## src/pwm_out_pkg.sv

```systemverilog
// constants and helpers shared by the output stage modules
package pwm_out_pkg;

  localparam int unsigned ADDR_W    = 3;
  localparam int unsigned DATA_W    = 8;
  localparam int unsigned NUM_CH    = 3;
  localparam int unsigned SHIFT_LEN = 15;
  localparam int unsigned DEAD_W    = 4;
  localparam int unsigned DIV_W     = 3;
  localparam int unsigned PRE_W     = 6;
  localparam int unsigned DLY_W     = 3;
  localparam int unsigned EV_W      = 3;
  localparam int unsigned PIN_W     = 4;

  localparam logic [ADDR_W-1:0] OFF_PHASE1   = 3'h0;
  localparam logic [ADDR_W-1:0] OFF_PHASE2   = 3'h1;
  localparam logic [ADDR_W-1:0] OFF_PHASE3   = 3'h2;
  localparam logic [ADDR_W-1:0] OFF_DEAD     = 3'h3;
  localparam logic [ADDR_W-1:0] OFF_DIV      = 3'h4;
  localparam logic [ADDR_W-1:0] OFF_IRQ_STAT = 3'h5;
  localparam logic [ADDR_W-1:0] OFF_IRQ_MASK = 3'h6;
  localparam logic [ADDR_W-1:0] OFF_LIVE     = 3'h7;

  localparam logic [DATA_W-1:0] RST_PHASE = 8'h00;
  localparam logic [DEAD_W-1:0] RST_DEAD  = 4'h0;
  localparam logic [DIV_W-1:0]  RST_DIV   = 3'h0;
  localparam logic [EV_W-1:0]   RST_EV    = 3'h0;

  // interrupt event bits
  localparam int unsigned EV_HOLD = 0;
  localparam int unsigned EV_XFER = 1;
  localparam int unsigned EV_INH  = 2;

  // synchronised pin slots
  localparam int unsigned PIN_XFER = 0;
  localparam int unsigned PIN_INH  = 1;
  localparam int unsigned PIN_SET  = 2;
  localparam int unsigned PIN_CLR  = 3;

  // live register field positions
  localparam int unsigned LIVE_HOLD = 0;
  localparam int unsigned LIVE_INH  = 1;
  localparam int unsigned LIVE_SRC  = 2;

  localparam logic [DLY_W-1:0] DLY_DIV_EVEN = 3'h4;
  localparam logic [DLY_W-1:0] DLY_DIV_ODD  = 3'h6;

  function automatic logic [PRE_W-1:0] cnt_divisor(
    input logic [DIV_W-1:0] div
  );
    case (div)
      3'h0:    cnt_divisor = 6'h04;
      3'h1:    cnt_divisor = 6'h06;
      3'h2:    cnt_divisor = 6'h08;
      3'h3:    cnt_divisor = 6'h0C;
      3'h4:    cnt_divisor = 6'h10;
      3'h5:    cnt_divisor = 6'h18;
      3'h6:    cnt_divisor = 6'h20;
      default: cnt_divisor = 6'h30;
    endcase
  endfunction : cnt_divisor

  function automatic logic [DLY_W-1:0] dly_divisor(
    input logic [DIV_W-1:0] div
  );
    dly_divisor = div[0] ? DLY_DIV_ODD : DLY_DIV_EVEN;
  endfunction : dly_divisor

endpackage : pwm_out_pkg
```

## src/pwm_ctrl_if.sv

```systemverilog
// shared timing and setting signals from the stage to its channels
`timescale 1ns/1ps
`default_nettype none
interface pwm_ctrl_if;
  import pwm_out_pkg::*;
  logic              transfer;
  logic              cnt_tick;
  logic              dly_tick;
  logic [DEAD_W-1:0] dead_sel;
  modport ctrl (output transfer, output cnt_tick, output dly_tick,
                output dead_sel);
  modport chan (input transfer, input cnt_tick, input dly_tick,
                input dead_sel);
endinterface : pwm_ctrl_if
`default_nettype wire

```

## src/dead_time_output_interlock.sv

```systemverilog
// three-phase complementary output stage with dead time and interlock
//
// Contract
// - delay via fifteen-stage shift register, any tap
// - shift clock is crystal divided four or six
// - even divider setting four, odd six
// - dead time value 0..15, zero none
// - dead time equals value times shift period
// - source from transfer load until count zero
// - zero dead time gives exact complement pair
// - low output means transistor on
// - only activating edge delayed, never both low
// - inhibit high forces all outputs high
// - set pulse latches hold, outputs stay high
// - status output high while hold set
// - clear pulse releases hold, outputs resume; a set pulse in the same cycle wins and keeps hold set
// - three independent complementary output pairs
//
// Decided for this implementation: the register offsets and strobed register access.
`timescale 1ns/1ps
`default_nettype none
module dead_time_output_interlock
  import pwm_out_pkg::*;
(
  input  wire logic              ref_clk,
  input  wire logic              reset,
  input  wire logic [ADDR_W-1:0] reg_addr,
  input  wire logic [DATA_W-1:0] reg_wdata,
  input  wire logic              reg_wr,
  input  wire logic              reg_rd,
  output logic      [DATA_W-1:0] reg_rdata,
  input  wire logic              transfer_pin,
  input  wire logic              inhibit_pin,
  input  wire logic              set_status_pin,
  input  wire logic              clear_status_pin,
  output logic                   status_out,
  output logic                   irq,
  output logic                   phase_one_normal_drive,
  output logic                   phase_one_complement_drive,
  output logic                   phase_two_normal_drive,
  output logic                   phase_two_complement_drive,
  output logic                   phase_three_normal_drive,
  output logic                   phase_three_complement_drive
);

  pwm_ctrl_if ctl ();

  logic [DATA_W-1:0] phase_val_ff [NUM_CH];
  logic [DEAD_W-1:0] dead_ff;
  logic [DIV_W-1:0]  div_ff;
  logic [EV_W-1:0]   irq_stat_ff;
  logic [EV_W-1:0]   irq_mask_ff;
  logic [EV_W-1:0]   nxt_irq_stat;
  logic [EV_W-1:0]   nxt_irq_mask;
  logic [EV_W-1:0]   events;
  logic [DATA_W-1:0] reg_rdata_ff;
  logic [DATA_W-1:0] nxt_rdata;
  logic              irq_ff;

  logic [PIN_W-1:0]  pin_s1_ff;
  logic [PIN_W-1:0]  pin_s2_ff;
  logic [PIN_W-1:0]  pin_s3_ff;
  logic [PIN_W-1:0]  pin_filt_ff;
  logic [PIN_W-1:0]  pin_prev_ff;
  logic [PIN_W-1:0]  pin_now;

  logic [PRE_W-1:0]  pre_cnt_ff;
  logic [DLY_W-1:0]  dly_cnt_ff;
  logic              cnt_tick_ff;
  logic              dly_tick_ff;
  logic              xfer_ff;
  logic              div_wr;

  logic              hold_ff;
  logic              nxt_hold;
  logic              force_high;
  logic [NUM_CH-1:0] src;
  logic [NUM_CH-1:0] dly;
  logic [NUM_CH-1:0] norm_n_ff;
  logic [NUM_CH-1:0] comp_n_ff;

  // ---------------- register port ----------------
  assign div_wr = reg_wr && reg_addr == OFF_DIV;

  always_ff @(posedge ref_clk) begin
    if (reset) begin
      for (int i = 0; i < NUM_CH; i++) begin
        phase_val_ff[i] <= RST_PHASE;
      end
    end else if (reg_wr) begin
      for (int i = 0; i < NUM_CH; i++) begin
        if (reg_addr == ADDR_W'(i)) begin
          phase_val_ff[i] <= reg_wdata;
        end
      end
    end
  end

  always_ff @(posedge ref_clk) begin
    if (reset) begin
      dead_ff <= RST_DEAD;
      div_ff  <= RST_DIV;
    end else if (reg_wr) begin
      if (reg_addr == OFF_DEAD) begin
        dead_ff <= reg_wdata[DEAD_W-1:0];
      end
      if (div_wr) begin
        div_ff <= reg_wdata[DIV_W-1:0];
      end
    end
  end

  always_ff @(posedge ref_clk) begin
    if (reset) begin
      irq_mask_ff <= RST_EV;
    end else if (reg_wr && reg_addr == OFF_IRQ_MASK) begin
      irq_mask_ff <= reg_wdata[EV_W-1:0];
    end
  end

  // read mux, data valid only in the cycle after the strobe
  always_comb begin
    nxt_rdata = '0;
    case (reg_addr)
      OFF_PHASE1:   nxt_rdata = phase_val_ff[0];
      OFF_PHASE2:   nxt_rdata = phase_val_ff[1];
      OFF_PHASE3:   nxt_rdata = phase_val_ff[2];
      OFF_DEAD:     nxt_rdata[DEAD_W-1:0] = dead_ff;
      OFF_DIV:      nxt_rdata[DIV_W-1:0] = div_ff;
      OFF_IRQ_STAT: nxt_rdata[EV_W-1:0] = irq_stat_ff;
      OFF_IRQ_MASK: nxt_rdata[EV_W-1:0] = irq_mask_ff;
      default: begin
        nxt_rdata[LIVE_HOLD] = hold_ff;
        nxt_rdata[LIVE_INH] = pin_filt_ff[PIN_INH];
        nxt_rdata[LIVE_SRC +: NUM_CH] = src;
      end
    endcase
  end

  always_ff @(posedge ref_clk) begin
    if (reset) begin
      reg_rdata_ff <= '0;
    end else begin
      reg_rdata_ff <= reg_rd ? nxt_rdata : '0;
    end
  end

  assign reg_rdata = reg_rdata_ff;

  // ---------------- pin synchronisers ----------------
  assign pin_now = {clear_status_pin, set_status_pin,
                    inhibit_pin, transfer_pin};

  always_ff @(posedge ref_clk) begin
    if (reset) begin
      pin_s1_ff <= '0;
      pin_s2_ff <= '0;
      pin_s3_ff <= '0;
    end else begin
      pin_s1_ff <= pin_now;
      pin_s2_ff <= pin_s1_ff;
      pin_s3_ff <= pin_s2_ff;
    end
  end

  // a change counts once stages two and three agree
  always_ff @(posedge ref_clk) begin
    if (reset) begin
      pin_filt_ff <= '0;
      pin_prev_ff <= '0;
    end else begin
      pin_filt_ff <= (~(pin_s2_ff ^ pin_s3_ff) & pin_s3_ff)
                   | ((pin_s2_ff ^ pin_s3_ff) & pin_filt_ff);
      pin_prev_ff <= pin_filt_ff;
    end
  end

  always_ff @(posedge ref_clk) begin
    if (reset) begin
      xfer_ff <= 1'b0;
    end else begin
      xfer_ff <= pin_filt_ff[PIN_XFER] & ~pin_prev_ff[PIN_XFER];
    end
  end

  // ---------------- prescalers ----------------
  always_ff @(posedge ref_clk) begin
    if (reset || div_wr) begin
      pre_cnt_ff  <= '0;
      cnt_tick_ff <= 1'b0;
    end else if (pre_cnt_ff == cnt_divisor(div_ff) - 6'h01) begin
      pre_cnt_ff  <= '0;
      cnt_tick_ff <= 1'b1;
    end else begin
      pre_cnt_ff  <= pre_cnt_ff + 6'h01;
      cnt_tick_ff <= 1'b0;
    end
  end

  always_ff @(posedge ref_clk) begin
    if (reset || div_wr) begin
      dly_cnt_ff  <= '0;
      dly_tick_ff <= 1'b0;
    end else if (dly_cnt_ff == dly_divisor(div_ff) - 3'h1) begin
      dly_cnt_ff  <= '0;
      dly_tick_ff <= 1'b1;
    end else begin
      dly_cnt_ff  <= dly_cnt_ff + 3'h1;
      dly_tick_ff <= 1'b0;
    end
  end

  assign ctl.transfer = xfer_ff;
  assign ctl.cnt_tick = cnt_tick_ff;
  assign ctl.dly_tick = dly_tick_ff;
  assign ctl.dead_sel = dead_ff;

  // ---------------- channels ----------------
  for (genvar c = 0; c < NUM_CH; c++) begin : g_ch
    pwm_channel u_ch (
      .ref_clk    (ref_clk),
      .reset      (reset),
      .ctl        (ctl.chan),
      .load_value (phase_val_ff[c]),
      .source     (src[c]),
      .delayed    (dly[c])
    );
  end

  // ---------------- status hold and interlock ----------------
  always_comb begin
    nxt_hold = hold_ff;
    if (pin_filt_ff[PIN_CLR]) begin
      nxt_hold = 1'b0;
    end
    if (pin_filt_ff[PIN_SET]) begin
      nxt_hold = 1'b1;
    end
  end

  always_ff @(posedge ref_clk) begin
    if (reset) begin
      hold_ff <= 1'b0;
    end else begin
      hold_ff <= nxt_hold;
    end
  end

  assign status_out = hold_ff;
  assign force_high = pin_filt_ff[PIN_INH] | hold_ff;

  // low turns a transistor on; a leg goes low only when both
  // the source and its delayed copy agree
  always_ff @(posedge ref_clk) begin
    if (reset) begin
      norm_n_ff <= '1;
      comp_n_ff <= '1;
    end else if (force_high) begin
      norm_n_ff <= '1;
      comp_n_ff <= '1;
    end else begin
      norm_n_ff <= ~(src & dly);
      comp_n_ff <= src | dly;
    end
  end

  assign phase_one_normal_drive       = norm_n_ff[0];
  assign phase_one_complement_drive   = comp_n_ff[0];
  assign phase_two_normal_drive       = norm_n_ff[1];
  assign phase_two_complement_drive   = comp_n_ff[1];
  assign phase_three_normal_drive     = norm_n_ff[2];
  assign phase_three_complement_drive = comp_n_ff[2];

  // ---------------- interrupts ----------------
  assign events = {
    pin_filt_ff[PIN_INH] & ~pin_prev_ff[PIN_INH],
    xfer_ff,
    nxt_hold & ~hold_ff
  };

  // write one to clear; a new event wins over the clear
  always_comb begin
    nxt_irq_stat = irq_stat_ff;
    if (reg_wr && reg_addr == OFF_IRQ_STAT) begin
      nxt_irq_stat = irq_stat_ff & ~reg_wdata[EV_W-1:0];
    end
    nxt_irq_stat = nxt_irq_stat | events;
  end

  always_ff @(posedge ref_clk) begin
    if (reset) begin
      irq_stat_ff <= RST_EV;
      irq_ff      <= 1'b0;
    end else begin
      irq_stat_ff <= nxt_irq_stat;
      irq_ff      <= |(nxt_irq_stat & nxt_irq_mask);
    end
  end

  // irq follows a mask write in the same cycle as the new mask
  assign nxt_irq_mask = (reg_wr && reg_addr == OFF_IRQ_MASK)
                      ? reg_wdata[EV_W-1:0] : irq_mask_ff;

  assign irq = irq_ff;
endmodule : dead_time_output_interlock
`default_nettype wire

```

## src/pwm_channel.sv

```systemverilog
// one modulator channel: down-counter pulse source and delay line
`timescale 1ns/1ps
`default_nettype none
module pwm_channel
  import pwm_out_pkg::*;
(
  input  wire logic              ref_clk,
  input  wire logic              reset,
  pwm_ctrl_if.chan               ctl,
  input  wire logic [DATA_W-1:0] load_value,
  output logic                   source,
  output logic                   delayed
);

  logic [DATA_W-1:0]    count_ff;
  logic [SHIFT_LEN-1:0] shreg_ff;

  // load on transfer, run down to zero, then stop
  always_ff @(posedge ref_clk) begin
    if (reset) begin
      count_ff <= RST_PHASE;
    end else if (ctl.transfer) begin
      count_ff <= load_value;
    end else if (ctl.cnt_tick && count_ff != RST_PHASE) begin
      count_ff <= count_ff - 8'h01;
    end
  end

  assign source = (count_ff != RST_PHASE);

  always_ff @(posedge ref_clk) begin
    if (reset) begin
      shreg_ff <= '0;
    end else if (ctl.dly_tick) begin
      shreg_ff <= {shreg_ff[SHIFT_LEN-2:0], source};
    end
  end

  // zero selects the undelayed source
  always_comb begin
    if (ctl.dead_sel == RST_DEAD) begin
      delayed = source;
    end else begin
      delayed = shreg_ff[4'(ctl.dead_sel - 4'h1)];
    end
  end
endmodule : pwm_channel
`default_nettype wire

```

## config.mk

```make
export PLATFORM = sky130hd
export DESIGN_NAME = dead_time_output_interlock
export DESIGN_NICKNAME = d
export VERILOG_FILES = /design/src/pwm_out_pkg.sv /design/src/pwm_ctrl_if.sv /design/src/dead_time_output_interlock.sv /design/src/pwm_channel.sv
export SDC_FILE = /design/constraint.sdc
export NUM_CORES = 1
export LEC_CHECK = 0
export BUFFER_PORTS_ARGS = -buffer_cell sky130_fd_sc_hd__buf_4
export CORE_MARGIN = 1
export CORE_UTILIZATION = 50
export DETAILED_ROUTE_END_ITERATION = 6
export PLACE_DENSITY_LB_ADDON = 0.1
export SYNTH_ARGS = -nofsm -noshare
export SYNTH_HDL_FRONTEND = slang
export SYNTH_SLANG_ARGS = --single-unit
```

## constraint.sdc

```tcl
create_clock -name ref_clk -period 3.79 [get_ports ref_clk]
set_clock_uncertainty 0.15 [all_clocks]
set_input_delay 0.758 -clock ref_clk [delete_from_list [all_inputs] [get_ports ref_clk]]
set_output_delay 0.758 -clock ref_clk [all_outputs]
set_load 0.05 [all_outputs]
```

==> results of run 1 <==
[kinds of logic after synthesis]
logic type | after synthesis | synth area share [%]
buf+inv | 61 | 3.572
fa+ha+maj | 11 | 2.046
flops | 152 | 48.82
xor+xnor | 20 | 2.716
mux | 87 | 13.93
simple gates | 252 | 18.27
compound gates | 101 | 10.64
[where the power goes]
part / internal (W) / switching [W] / leakage [nW]
Clock: 0.000970 / 0.000623 / 0.272
Combinational: 0.0000806 / 0.000134 / 1.35
Sequential: 0.00168 / 0.0000350 / 1.27
Total: 0.00273 / 0.000792 / 2.89
[worst max-delay path, delay by kind of cell (launching register included)]
family | cells | cell delay (ns)
XOR/XNOR | 1 | 0.15
flip-flops | 1 | 0.43
AO/OA/AOI/OAI | 3 | 0.79
AND/OR/NAND/NOR | 2 | 0.61
adder cells (fa/ha/maj) | 1 | 0.24
buffers and inverters | 1 | 0.15
[through the flow]
step                hold WS [ns]  util [%]
finish                    0.2298     57.96
global route              0.2628     57.96
CTS                       0.2339     57.96
detailed placement        0.2259     53.72
global placement          0.2230     53.72
floorplan                 0.2174         -
[how the worst max path moves through the flow]
| stage | start | to | slack, ns | cells after the start |
|---|---|---|---|---|
| global route | div_ff[0] | pre_cnt_ff[4] | 1.01 | 8 |
| CTS | div_ff[0] | pre_cnt_ff[2] | 1.18 | 8 |
| floorplan | ctl.dead_sel[0] | comp_n_ff[2] | 1.07 | 9 |
| global placement | reg_addr[0] | irq | 1.26 | 6 |
| finish | div_ff[0] | pre_cnt_ff[2] | 1.20 | 8 |
| detailed placement | div_ff[0] | pre_cnt_ff[5] | 1.21 | 8 |
[Yosys cell counts (all sizes together), types with 10 or more instances]
cell,instances,area share [%]
nor2,104,5.8
buf,15,1.0
xor2,10,1.3
a211oi,18,2.0
ha,11,2.0
a21oi,25,1.9
inv,20,1.1
nor3,29,2.3
o21ai,15,1.1
nor2b,25,2.4
nand3,15,1.1
edfxtp,24,11
clkbuf,25,1.4
dfxtp,128,38
mux2i,79,12
and2,10,0.93
nand2,31,1.7
xnor2,10,1.4
[registers in the layout, summed over array words and instances, names as in the netlist, named ones only]
| name | flops |
|---|---|
| pre_cnt_ff | 6 |
| dly_cnt_ff | 3 |
| reg_rdata | 8 |
| ctl.dead_sel | 4 |
| pin_s1_ff | 4 |
| g_ch.u_ch.shreg_ff | 45 |
| pin_s3_ff | 4 |
| g_ch.u_ch.count_ff | 24 |
| phase_val_ff | 24 |
| irq_mask_ff | 3 |
| irq_stat_ff | 3 |
| ctl.dly_tick | 1 |
| comp_n_ff | 3 |
| pin_s2_ff | 4 |
| norm_n_ff | 3 |
| irq | 1 |
| ctl.transfer | 1 |
| pin_prev_ff | 2 |
| cnt_tick_ff | 1 |
| status_out | 1 |
| div_ff | 3 |
[layout make-up]
cell class | instances | share of cell area (%)
sequential | 152 | 42.96
multi-input combinational | 471 | 41.88
clock buffer | 24 | 6.448
timing repair buffer | 40 | 3.928
tap | 176 | 2.881
inverter | 21 | 1.031
clock inverter | 7 | 0.8674
[layer usage]
metal / routed length [microns] / global-route usage, % / vias up
met1: 7049 / 30.65 / 2352
met5: 0 / 0 / -
met3: 621 / 4.990 / 22
met2: 6521 / 33.75 / 108
li1: - / - / 2446
met4: 218 / 7.612 / 0
[layout by cell type, fill, tap and decap left out, types with 3 or more instances in the layout]
cell | Yosys | layout
o211ai_1 | 4 | 4
edfxtp_1 | 24 | 24
a22oi_1 | 3 | 3
nand2_1 | 31 | 31
a21o_1 | 7 | 7
and3_1 | 6 | 6
nor3b_1 | 6 | 6
or3_1 | 8 | 8
nor2_1 | 104 | 104
xor2_1 | 10 | 10
ha_1 | 11 | 11
a21oi_1 | 25 | 25
clkinv_2 | 0 | 3
a211oi_1 | 18 | 18
xnor2_1 | 9 | 9
nor2b_1 | 24 | 24
nand2b_1 | 5 | 5
o21ai_0 | 15 | 15
a221o_1 | 3 | 3
inv_1 | 20 | 20
nand3_1 | 15 | 15
mux2_2 | 3 | 3
dfxtp_1 | 128 | 127
and2_1 | 10 | 10
mux2i_1 | 79 | 79
clkbuf_16 | 0 | 18
a221oi_1 | 4 | 4
mux4_2 | 5 | 5
clkbuf_1 | 25 | 4
nor3_1 | 28 | 28
buf_4 | 0 | 40
==> reports/metrics.cfg, run 1 <==
[job]
drv_cap = 0

[hold_path]
min_from = pin_prev_ff[0]
min_path_cells = 1
hold_path_end = ctl.transfer
hold_path.class = reg2reg

[floorplan]
die_w_microns = 118.0
die_area_sq_um = 13920
die_height_microns = 118.0
start_util_pct = 50.99
ios = 35
rows = 42
coreArea_sq_um = 13190

[critical_path]
slowest_stage = dfxtp_1
r2r_cells = 8
path_max_fanout = 6
worstPathRequired_ns = 3.98
max_stage_delay_ns = 0.43
crit_path_start_kind = register
cp_cell_sequence = inv_1 -> or3_1 -> ha_1 -> xor2_1 -> a311o_1 -> a32oi_1 -> a2111oi_4 -> nor3_1
arrival_ns = 2.78
r2r_setup_slack_ns = 1.20
r2r_start = div_ff[0]
endpoint_kind = register
r2r_end = pre_cnt_ff[2]
path_class = reg2reg

[clock_network]
cts_made_buffers = 17
cts-root-buf = clkbuf_16
cts_hold_repair.buffers = 0
cts_tree = yes
htree_levels = 4
clk_latency_ns = 0.41
cts_buffer_depth = 2
clk_pin_slew_ns = 0.06
cts_setup_buffers = 0
cts.sinks = 152
cts_resized = 0

[logic_synthesis]
synth_edf_count = 24
postSynthCellCount = 684
synth_seq_area_share_pct = 48.82
synthFlopType = dfxtp_1
synth_async_sr_flop_share_pct = 0
ys_ff_latch = 152
synth_area_sq_um = 6725
syn_nets = 714
ys_types = 58
synth_warnings = 0
syn_area_per_cell_sq_um = 9.832

[grt]
grt_pass1_wl_mm = 24.18
antenna_found_initial = 0
grt_use_total_pct = 22.08
grt-ovfl-total = 0
grt_pass1_vias = 4709
grt_start_max_net_pins = 76

[finish]
multi_input_area_sq_um = 3202
fin_area_sq_um = 7645
register_area_sq_um = 3284
fillCellCount = 1144
antenna_cells = 0
area_growth_pct = 13.67
finalNonFillerCells = 891
drive_gt1_share_pct = 12.31
nNetsFinal = 733

[sta]
finalMaxSlewViolations = 0
final.setup.worst_slack_ns = 1.201
fmax_mhz = 386.3
fin_tns_setup_ns = 0
hold_violations = 0
finalCriticalPeriod_ns = 2.589
rsz0062_at_grt = no
setup_viol = 0
slew_headroom_pct = 30.08
min_period_over_period_pct = 68.31
worstMarginPinSlew_ns = 1.049

[power]
power_density_nw_per_um2 = 461.0
peakVddDrop_mv = 0.2907
power_w = 0.003525
cellLeakagePower_nw = 2.890

[placed_design]
dp_cells = 860
post-place-ws_ns = 1.210
gp_congestion = 0.7913
port_buffers = 34
dp_hpwl_mm = 10.07
placed_area_sq_um = 7086

[route]
drtPass1Iterations = 5
drt_iter0_markers = 392
drc = 0
vias = 4928
avgViaCountPerCell = 5.531
ant_nets = 0
detail_route.wirelength_mm = 14.41
routedWlPerCell_microns = 16.17

[outcome]
outcome = finished clean

No activity file was read; power rests on OpenSTA's default activity.
==> run 2, diff against run 1 <==
==> constraint.sdc (replaced) <==
create_clock -name ref_clk -period 2.1 [get_ports ref_clk]
set_clock_uncertainty 0.15 [all_clocks]
set_input_delay 0.42 -clock ref_clk [delete_from_list [all_inputs] [get_ports ref_clk]]
set_output_delay 0.42 -clock ref_clk [all_outputs]
set_load 0.05 [all_outputs]
==> run 2 against run 1 <==
The flow now finishes with violations (negative setup slack); first-iteration DRC count increased by 2.6%; non-clock buffer count increased by 29; die area unchanged; clock-buffer cell count decreased by 6; combinational power increased by 110%; power increased by 89%; worst hold slack got worse by 0.17 ns.
==> reports/metrics.cfg, run 2 (synthesis gave the netlist of run 1 again) <==
[outcome]
violations = negative setup slack
outcome = finished with violations

[critical_path]
worstPathRequired_ns = 2.27  ; -1.71 ns
max_stage_delay_ns = 0.40  ; -0.03 ns
path_class = reg2reg
arrival_ns = 2.39  ; -0.39 ns
slowest_stage = or3_4
path_max_fanout = 6  ; unchanged
crit_path_start_kind = register
endpoint_kind = register
cp_cell_sequence = or3_4 -> ha_4 -> xor2_1 -> a311o_1 -> a32oi_2 -> a2111oi_4 -> buf_4 -> and2_4

[finish]
finalCoreUtilization_pct = 61.24  ; +3.3 points
drive_gt1_share_pct = 18.79  ; +6.5 points
antenna_cells = 0  ; unchanged
layout_common_cells = dfxtp_1 (125), nor2_1 (103), mux2i_1 (79), buf_4 (65), nand2_1 (31)
largest_reg_flops = 45  ; unchanged
nNetsFinal = 762  ; +4.0%
top_regs = g_ch.u_ch.shreg_ff (45), g_ch.u_ch.count_ff (24), phase_val_ff (24)
top_register = g_ch.u_ch.shreg_ff
layout_commonest_cell = dfxtp_1
area_growth_pct = 20.11

[route]
ant_nets = 0  ; unchanged
routedWlPerCell_microns = 16.13  ; -0.28%
vias = 5047  ; +2.4%
avgViaCountPerCell = 5.480  ; -0.92%
drt_iter0_markers = 402  ; +2.6%
drtPass1Iterations = 5  ; unchanged
drc = 0  ; unchanged
detail_route.wirelength_mm = 14.86  ; +3.1%

[grt]
grt_pass1_wl_mm = 24.38  ; +0.80%
grt_use_total_pct = 22.29  ; +0.21 points
grt_start_max_net_pins = 49  ; -36%
grt-ovfl-total = 0  ; unchanged
grt_pass1_vias = 4949  ; +5.1%
antenna_found_initial = 0  ; unchanged

[floorplan]
die_height_microns = 118.0  ; unchanged
ios = 35  ; unchanged
start_util_pct = 50.99  ; unchanged
rows = 42  ; unchanged
die_area_sq_um = 13920  ; unchanged
coreArea_sq_um = 13190  ; unchanged
die_w_microns = 118.0  ; unchanged

[sta]
finalCriticalPeriod_ns = 2.224  ; -0.3647 ns
fin_tns_setup_ns = -0.4114  ; -0.4114 ns
fmax_mhz = 449.6  ; +16%
hold_violations = 0  ; unchanged
worst_hold_slack_ns = 0.05811  ; -0.1716 ns
worstMarginPinSlew_ns = 0.5257  ; -0.5231 ns
slew_headroom_pct = 64.69  ; +35 points
finalMaxSlewViolations = 0  ; unchanged
setup_viol = 6  ; +6
final.setup.worst_slack_ns = -0.1242  ; -1.325 ns
rsz0062_at_grt = yes
min_period_over_period_pct = 105.9  ; +38 points

[clock_network]
clk_pin_slew_ns = 0.06  ; about the same
cts-root-buf = clkbuf_16
clk_latency_ns = 0.42  ; about the same
htree_levels = 4  ; unchanged
cts_made_buffers = 17  ; unchanged
cts_buffer_depth = 2  ; unchanged
cts.sinks = 152  ; unchanged
cts_tree = yes

[hold_path]
hold_path.class = in2reg

[placed_design]
port_buffers = 34  ; unchanged
dp_hpwl_mm = 10.48  ; +4.0%
gp_congestion = 0.8506  ; +7.5%

[job]
drv_cap = 0  ; unchanged

[power]
cellLeakagePower_nw = 3.100  ; +7.3%
peakVddDrop_mv = 0.5646  ; +94%
power_density_nw_per_um2 = 824.0  ; +79%

## run 2: changes by cell type in the layout (fill, tap and decap cells not counted), moves of 3 or more
cell,change
buf_12,+4
buf_4,+25
clkbuf_1,-4
clkinv_4,+4
inv_1,-3
inv_6,+4
## run 2: power breakdown
group	switching, W	internal, W
registers	0.0000483	0.00303
logic	0.000262	0.000183
clock network	0.00128	0.00185
total	0.00159	0.00507
## run 2: final cells by class
cell class | count | area, sq um
Clock buffer | 18 | 450.4
Multi-Input combinational cell | 471 | 3303
Timing Repair Buffer | 69 | 568.0
Clock inverter | 14 | 160.2
Fill cell | 1091 | 5112
Sequential cell | 152 | 3289
Tap cell | 176 | 220.2
Inverter | 21 | 86.33
## run 2: worst max-delay path: cells and delay by family (launching register included)
family / cells / cell delay [ns]
DFF: 1 / 0.31
and+or+nand+nor: 2 / 0.55
AOI/OAI and AO/OA: 3 / 0.61
adders and majority gates: 1 / 0.17
buffers and inverters: 1 / 0.18
xor gates and xnor gates: 1 / 0.13
## run 2: worst paths after layout
kind                  start           end  slack [ns]  cells past startpoint
min          set_status_pin  pin_s1_ff[2]        0.06                      2
min reg2reg  pin_prev_ff[0]  ctl.transfer        0.24                      1
max               div_ff[2]   cnt_tick_ff       -0.12                      8
max reg2reg       div_ff[2]   cnt_tick_ff       -0.12                      8
## run 2: repair_timing
action,in CTS,in global routing
resized for setup,2,10
pin swaps,3,3
setup buffers,1,1
hold buffers,0,0
cloned,0,0
endpoints found under the setup margin,8,12
endpoints found under the hold margin,0,0
## run 2: layer usage
metal | vias to the layer above | wire length, microns | track usage (%)
met5 | - | 0 | 0
met2 | 84 | 7256 | 37.10
li1 | 2518 | - | -
met1 | 2431 | 6936 | 28.89
met4 | 0 | 151 | 6.811
met3 | 14 | 510 | 4.845
## run 2: stage by stage
stage               setup WS [ns]  cell area (sq um)  total power, W  instances
finish                    -0.1242               8078        0.006656        921
detailed placement        -0.1421               7397        0.003581        887
floorplan                 -0.1579               6830        0.003422        684
global route              -0.1726               8078        0.006878        921
CTS                       -0.1186               8021        0.006707        920
global placement         -0.09352               7397        0.003573        887
==> run 3, diff against run 2 <==
--- a/config.mk
+++ b/config.mk
@@ -5,10 +5,10 @@
 export SDC_FILE = /design/constraint.sdc
 export NUM_CORES = 1
 export LEC_CHECK = 0
-export BUFFER_PORTS_ARGS = -buffer_cell sky130_fd_sc_hd__buf_4
 export CORE_MARGIN = 1
 export CORE_UTILIZATION = 50
 export DETAILED_ROUTE_END_ITERATION = 6
+export DONT_BUFFER_PORTS = 1
 export PLACE_DENSITY_LB_ADDON = 0.1
 export SYNTH_ARGS = -nofsm -noshare
 export SYNTH_HDL_FRONTEND = slang
==> run 3 against run 2 <==
The run still ends with negative setup slack left; power rose by 0.44%; largest cell class unchanged; critical endpoint unchanged; largest power group unchanged; sequential share of layout area fell by 0.43 points; fmax rose by 3.6%; register-to-register slack improved by 0.08 ns; sequential cell count did not move.
==> reports/metrics.cfg, run 3 (synthesis gave the netlist of run 1 again) <==
[placed_design]
gp_congestion = 0.8098  ; -4.8%
dp_hpwl_mm = 10.39  ; -0.78%
port_buffers = 0  ; -100%

[power]
peakVddDrop_mv = 0.5130  ; -9.1%
power_w = 0.006686  ; +0.44%
power_density_nw_per_um2 = 818.9  ; -0.62%
cellLeakagePower_nw = 3.147  ; +1.5%

[floorplan]
start_util_pct = 50.99  ; unchanged
coreArea_sq_um = 13190  ; unchanged
rows = 42  ; unchanged
die_area_sq_um = 13920  ; unchanged
die_w_microns = 118.0  ; unchanged
ios = 35  ; unchanged
die_height_microns = 118.0  ; unchanged

[route]
avgViaCountPerCell = 5.582  ; +1.9%
drtPass1Iterations = 4  ; -1
drt_iter0_markers = 352  ; -12%
ant_nets = 0  ; unchanged
drc = 0  ; unchanged
detail_route.wirelength_mm = 15.89  ; +7.0%
vias = 5119  ; +1.4%
routed-wl-met2_mm = 7.620  ; +5.0%
dr.max_layer_used = met4
dr_wl_met3_microns = 733  ; +44%
routedWlPerCell_microns = 17.33  ; +7.4%
met1Wirelength_mm = 7.276  ; +4.9%

[grt]
grt_start_max_net_pins = 78  ; +59%
grt-ovfl-total = 0  ; unchanged
antenna_found_initial = 0  ; unchanged
grt_pass1_wl_mm = 25.59  ; +5.0%
grt_pass1_vias = 5016  ; +1.4%
grt_use_total_pct = 23.85  ; +1.6 points

[finish]
layout_common_cells = dfxtp_1 (125), nor2_1 (102), mux2i_1 (79), nand2_1 (30), buf_4 (29)
finalCoreUtilization_pct = 61.90  ; +0.65 points
fillCellCount = 1092  ; +0.092%
nNetsFinal = 757  ; -0.66%
area_growth_pct = 21.40
top_register = g_ch.u_ch.shreg_ff
layout_commonest_cell = dfxtp_1
largest_reg_flops = 45  ; unchanged
drive_gt1_share_pct = 14.59  ; -4.2 points
top_regs = g_ch.u_ch.shreg_ff (45), g_ch.u_ch.count_ff (24), phase_val_ff (24)

[critical_path]
r2r_setup_slack_ns = -0.05  ; +0.08 ns
max_stage_delay_ns = 0.40  ; about the same
crit_family = compound AO/OA/AOI/OAI gates
r2r_end = cnt_tick_ff
worstPathRequired_ns = 2.27  ; about the same
cp.depth = 8  ; unchanged
endpoint_kind = register
slowest_stage = or3_4
r2r_cells = 8  ; unchanged
path_class = reg2reg
crit_path_start_kind = register
r2r_start = div_ff[2]
cp_cell_sequence = or3_4 -> ha_4 -> xor2_1 -> a311o_1 -> a32oi_2 -> a2111oi_4 -> buf_4 -> and2_1
critPathBufInv = 1  ; unchanged
path_max_fanout = 2  ; -4
arrival_ns = 2.32  ; -0.07 ns

[clock_network]
cts_buffer_depth = 2  ; unchanged
clk_pin_slew_ns = 0.06  ; about the same
cts_made_buffers = 17  ; unchanged
cts.sinks = 152  ; unchanged
clk_latency_ns = 0.43  ; about the same
cts-root-buf = clkbuf_16
cts_tree = yes
htree_levels = 4  ; unchanged

[sta]
worstMarginPinSlew_ns = 0.5156  ; -0.01005 ns
fmax_mhz = 466.0  ; +3.6%
final.setup.worst_slack_ns = -0.04590  ; +0.07833 ns
finalCriticalPeriod_ns = 2.146  ; -0.07833 ns
min_period_over_period_pct = 102.2  ; -3.7 points
slew_headroom_pct = 65.36  ; +0.68 points
finalMaxSlewViolations = 0  ; unchanged
rsz0062_at_grt = yes
setup_viol = 6  ; unchanged
hold_violations = 0  ; unchanged

[outcome]
violations = negative setup slack
outcome = finished with violations

[hold_path]
min_path_cells = 2  ; unchanged
hold_path_end = reg_rdata[1]
hold_path.class = in2reg
min_from = reg_addr[0]

[job]
drv_cap = 0  ; unchanged

==> run 3: cell count changes in the layout (fill, tap and decap cells not counted), sizes merged <==
| cell | previous run | this run |
|---|---|---|
| diode | 0 | 1 |
| clkbuf | 18 | 21 |
| buf | 69 | 36 |
| clkinvlp | 1 | 0 |
| dlygate4sd3 | 0 | 28 |
| inv | 26 | 25 |
| clkinv | 6 | 5 |
==> run 3: stage by stage <==
stage / instance area (sq um) / cells / TNS [ns] / hold WS [ns] / worst slack, ns
floorplan: 6830 / 684 / -0.5078 / 0.2174 / -0.1579
global placement: 7099 / 849 / -0.3258 / 0.2254 / -0.08080
detailed placement: 7099 / 849 / -0.6165 / 0.2355 / -0.1177
CTS: 8049 / 910 / -0.2345 / 0.01062 / -0.07289
global route: 8162 / 916 / -0.5750 / 0.001777 / -0.1044
finish: 8164 / 917 / -0.1498 / 0.01990 / -0.04590
==> run 3: power by group <==
| group | internal [W] | total [W] | switching, W |
|---|---|---|---|
| combinational | 0.000166 | 0.000361 | 0.000195 |
| clock | 0.00197 | 0.00320 | 0.00123 |
| sequential | 0.00303 | 0.00312 | 0.0000895 |
==> run 3: area by class of cell <==
| cell class | count | area (sq um) | area share [%] |
|---|---|---|---|
| clock buffer | 21 | 503.0 | 6.161 |
| clock inverter | 11 | 128.9 | 1.579 |
| multi-input combinational | 471 | 3311 | 40.55 |
| sequential | 152 | 3289 | 40.29 |
| antenna | 1 | 2.502 | 0.03065 |
| timing repair buffer | 64 | 623.1 | 7.632 |
| tap | 176 | 220.2 | 2.697 |
| inverter | 21 | 86.33 | 1.057 |
==> run 3: metal layers <==
metal,global-route usage (%),vias to the layer above
met5,0,-
li1,-,2507
met1,30.82,2487
met3,6.298,24
met4,8.814,0
met2,38.20,101
==> run 3: timing repair <==
| item | in CTS | in global routing |
|---|---|---|
| buffers inserted | 1 | 6 |
| hold buffers | 29 | 0 |
| endpoints found under the hold margin | 100 | 0 |
| setup endpoints to repair | 12 | 17 |
| gates resized for setup | 2 | 18 |
| pin swaps | 5 | 10 |
==> run 3: worst max-delay path by stage <==
stage	to	start	slack, ns
global route	pre_cnt_ff[2]	div_ff[2]	-0.10
finish	cnt_tick_ff	div_ff[2]	-0.05
floorplan	comp_n_ff[2]	ctl.dead_sel[0]	-0.16
detailed placement	cnt_tick_ff	div_ff[0]	-0.12
global placement	cnt_tick_ff	div_ff[0]	-0.08
CTS	cnt_tick_ff	div_ff[2]	-0.07
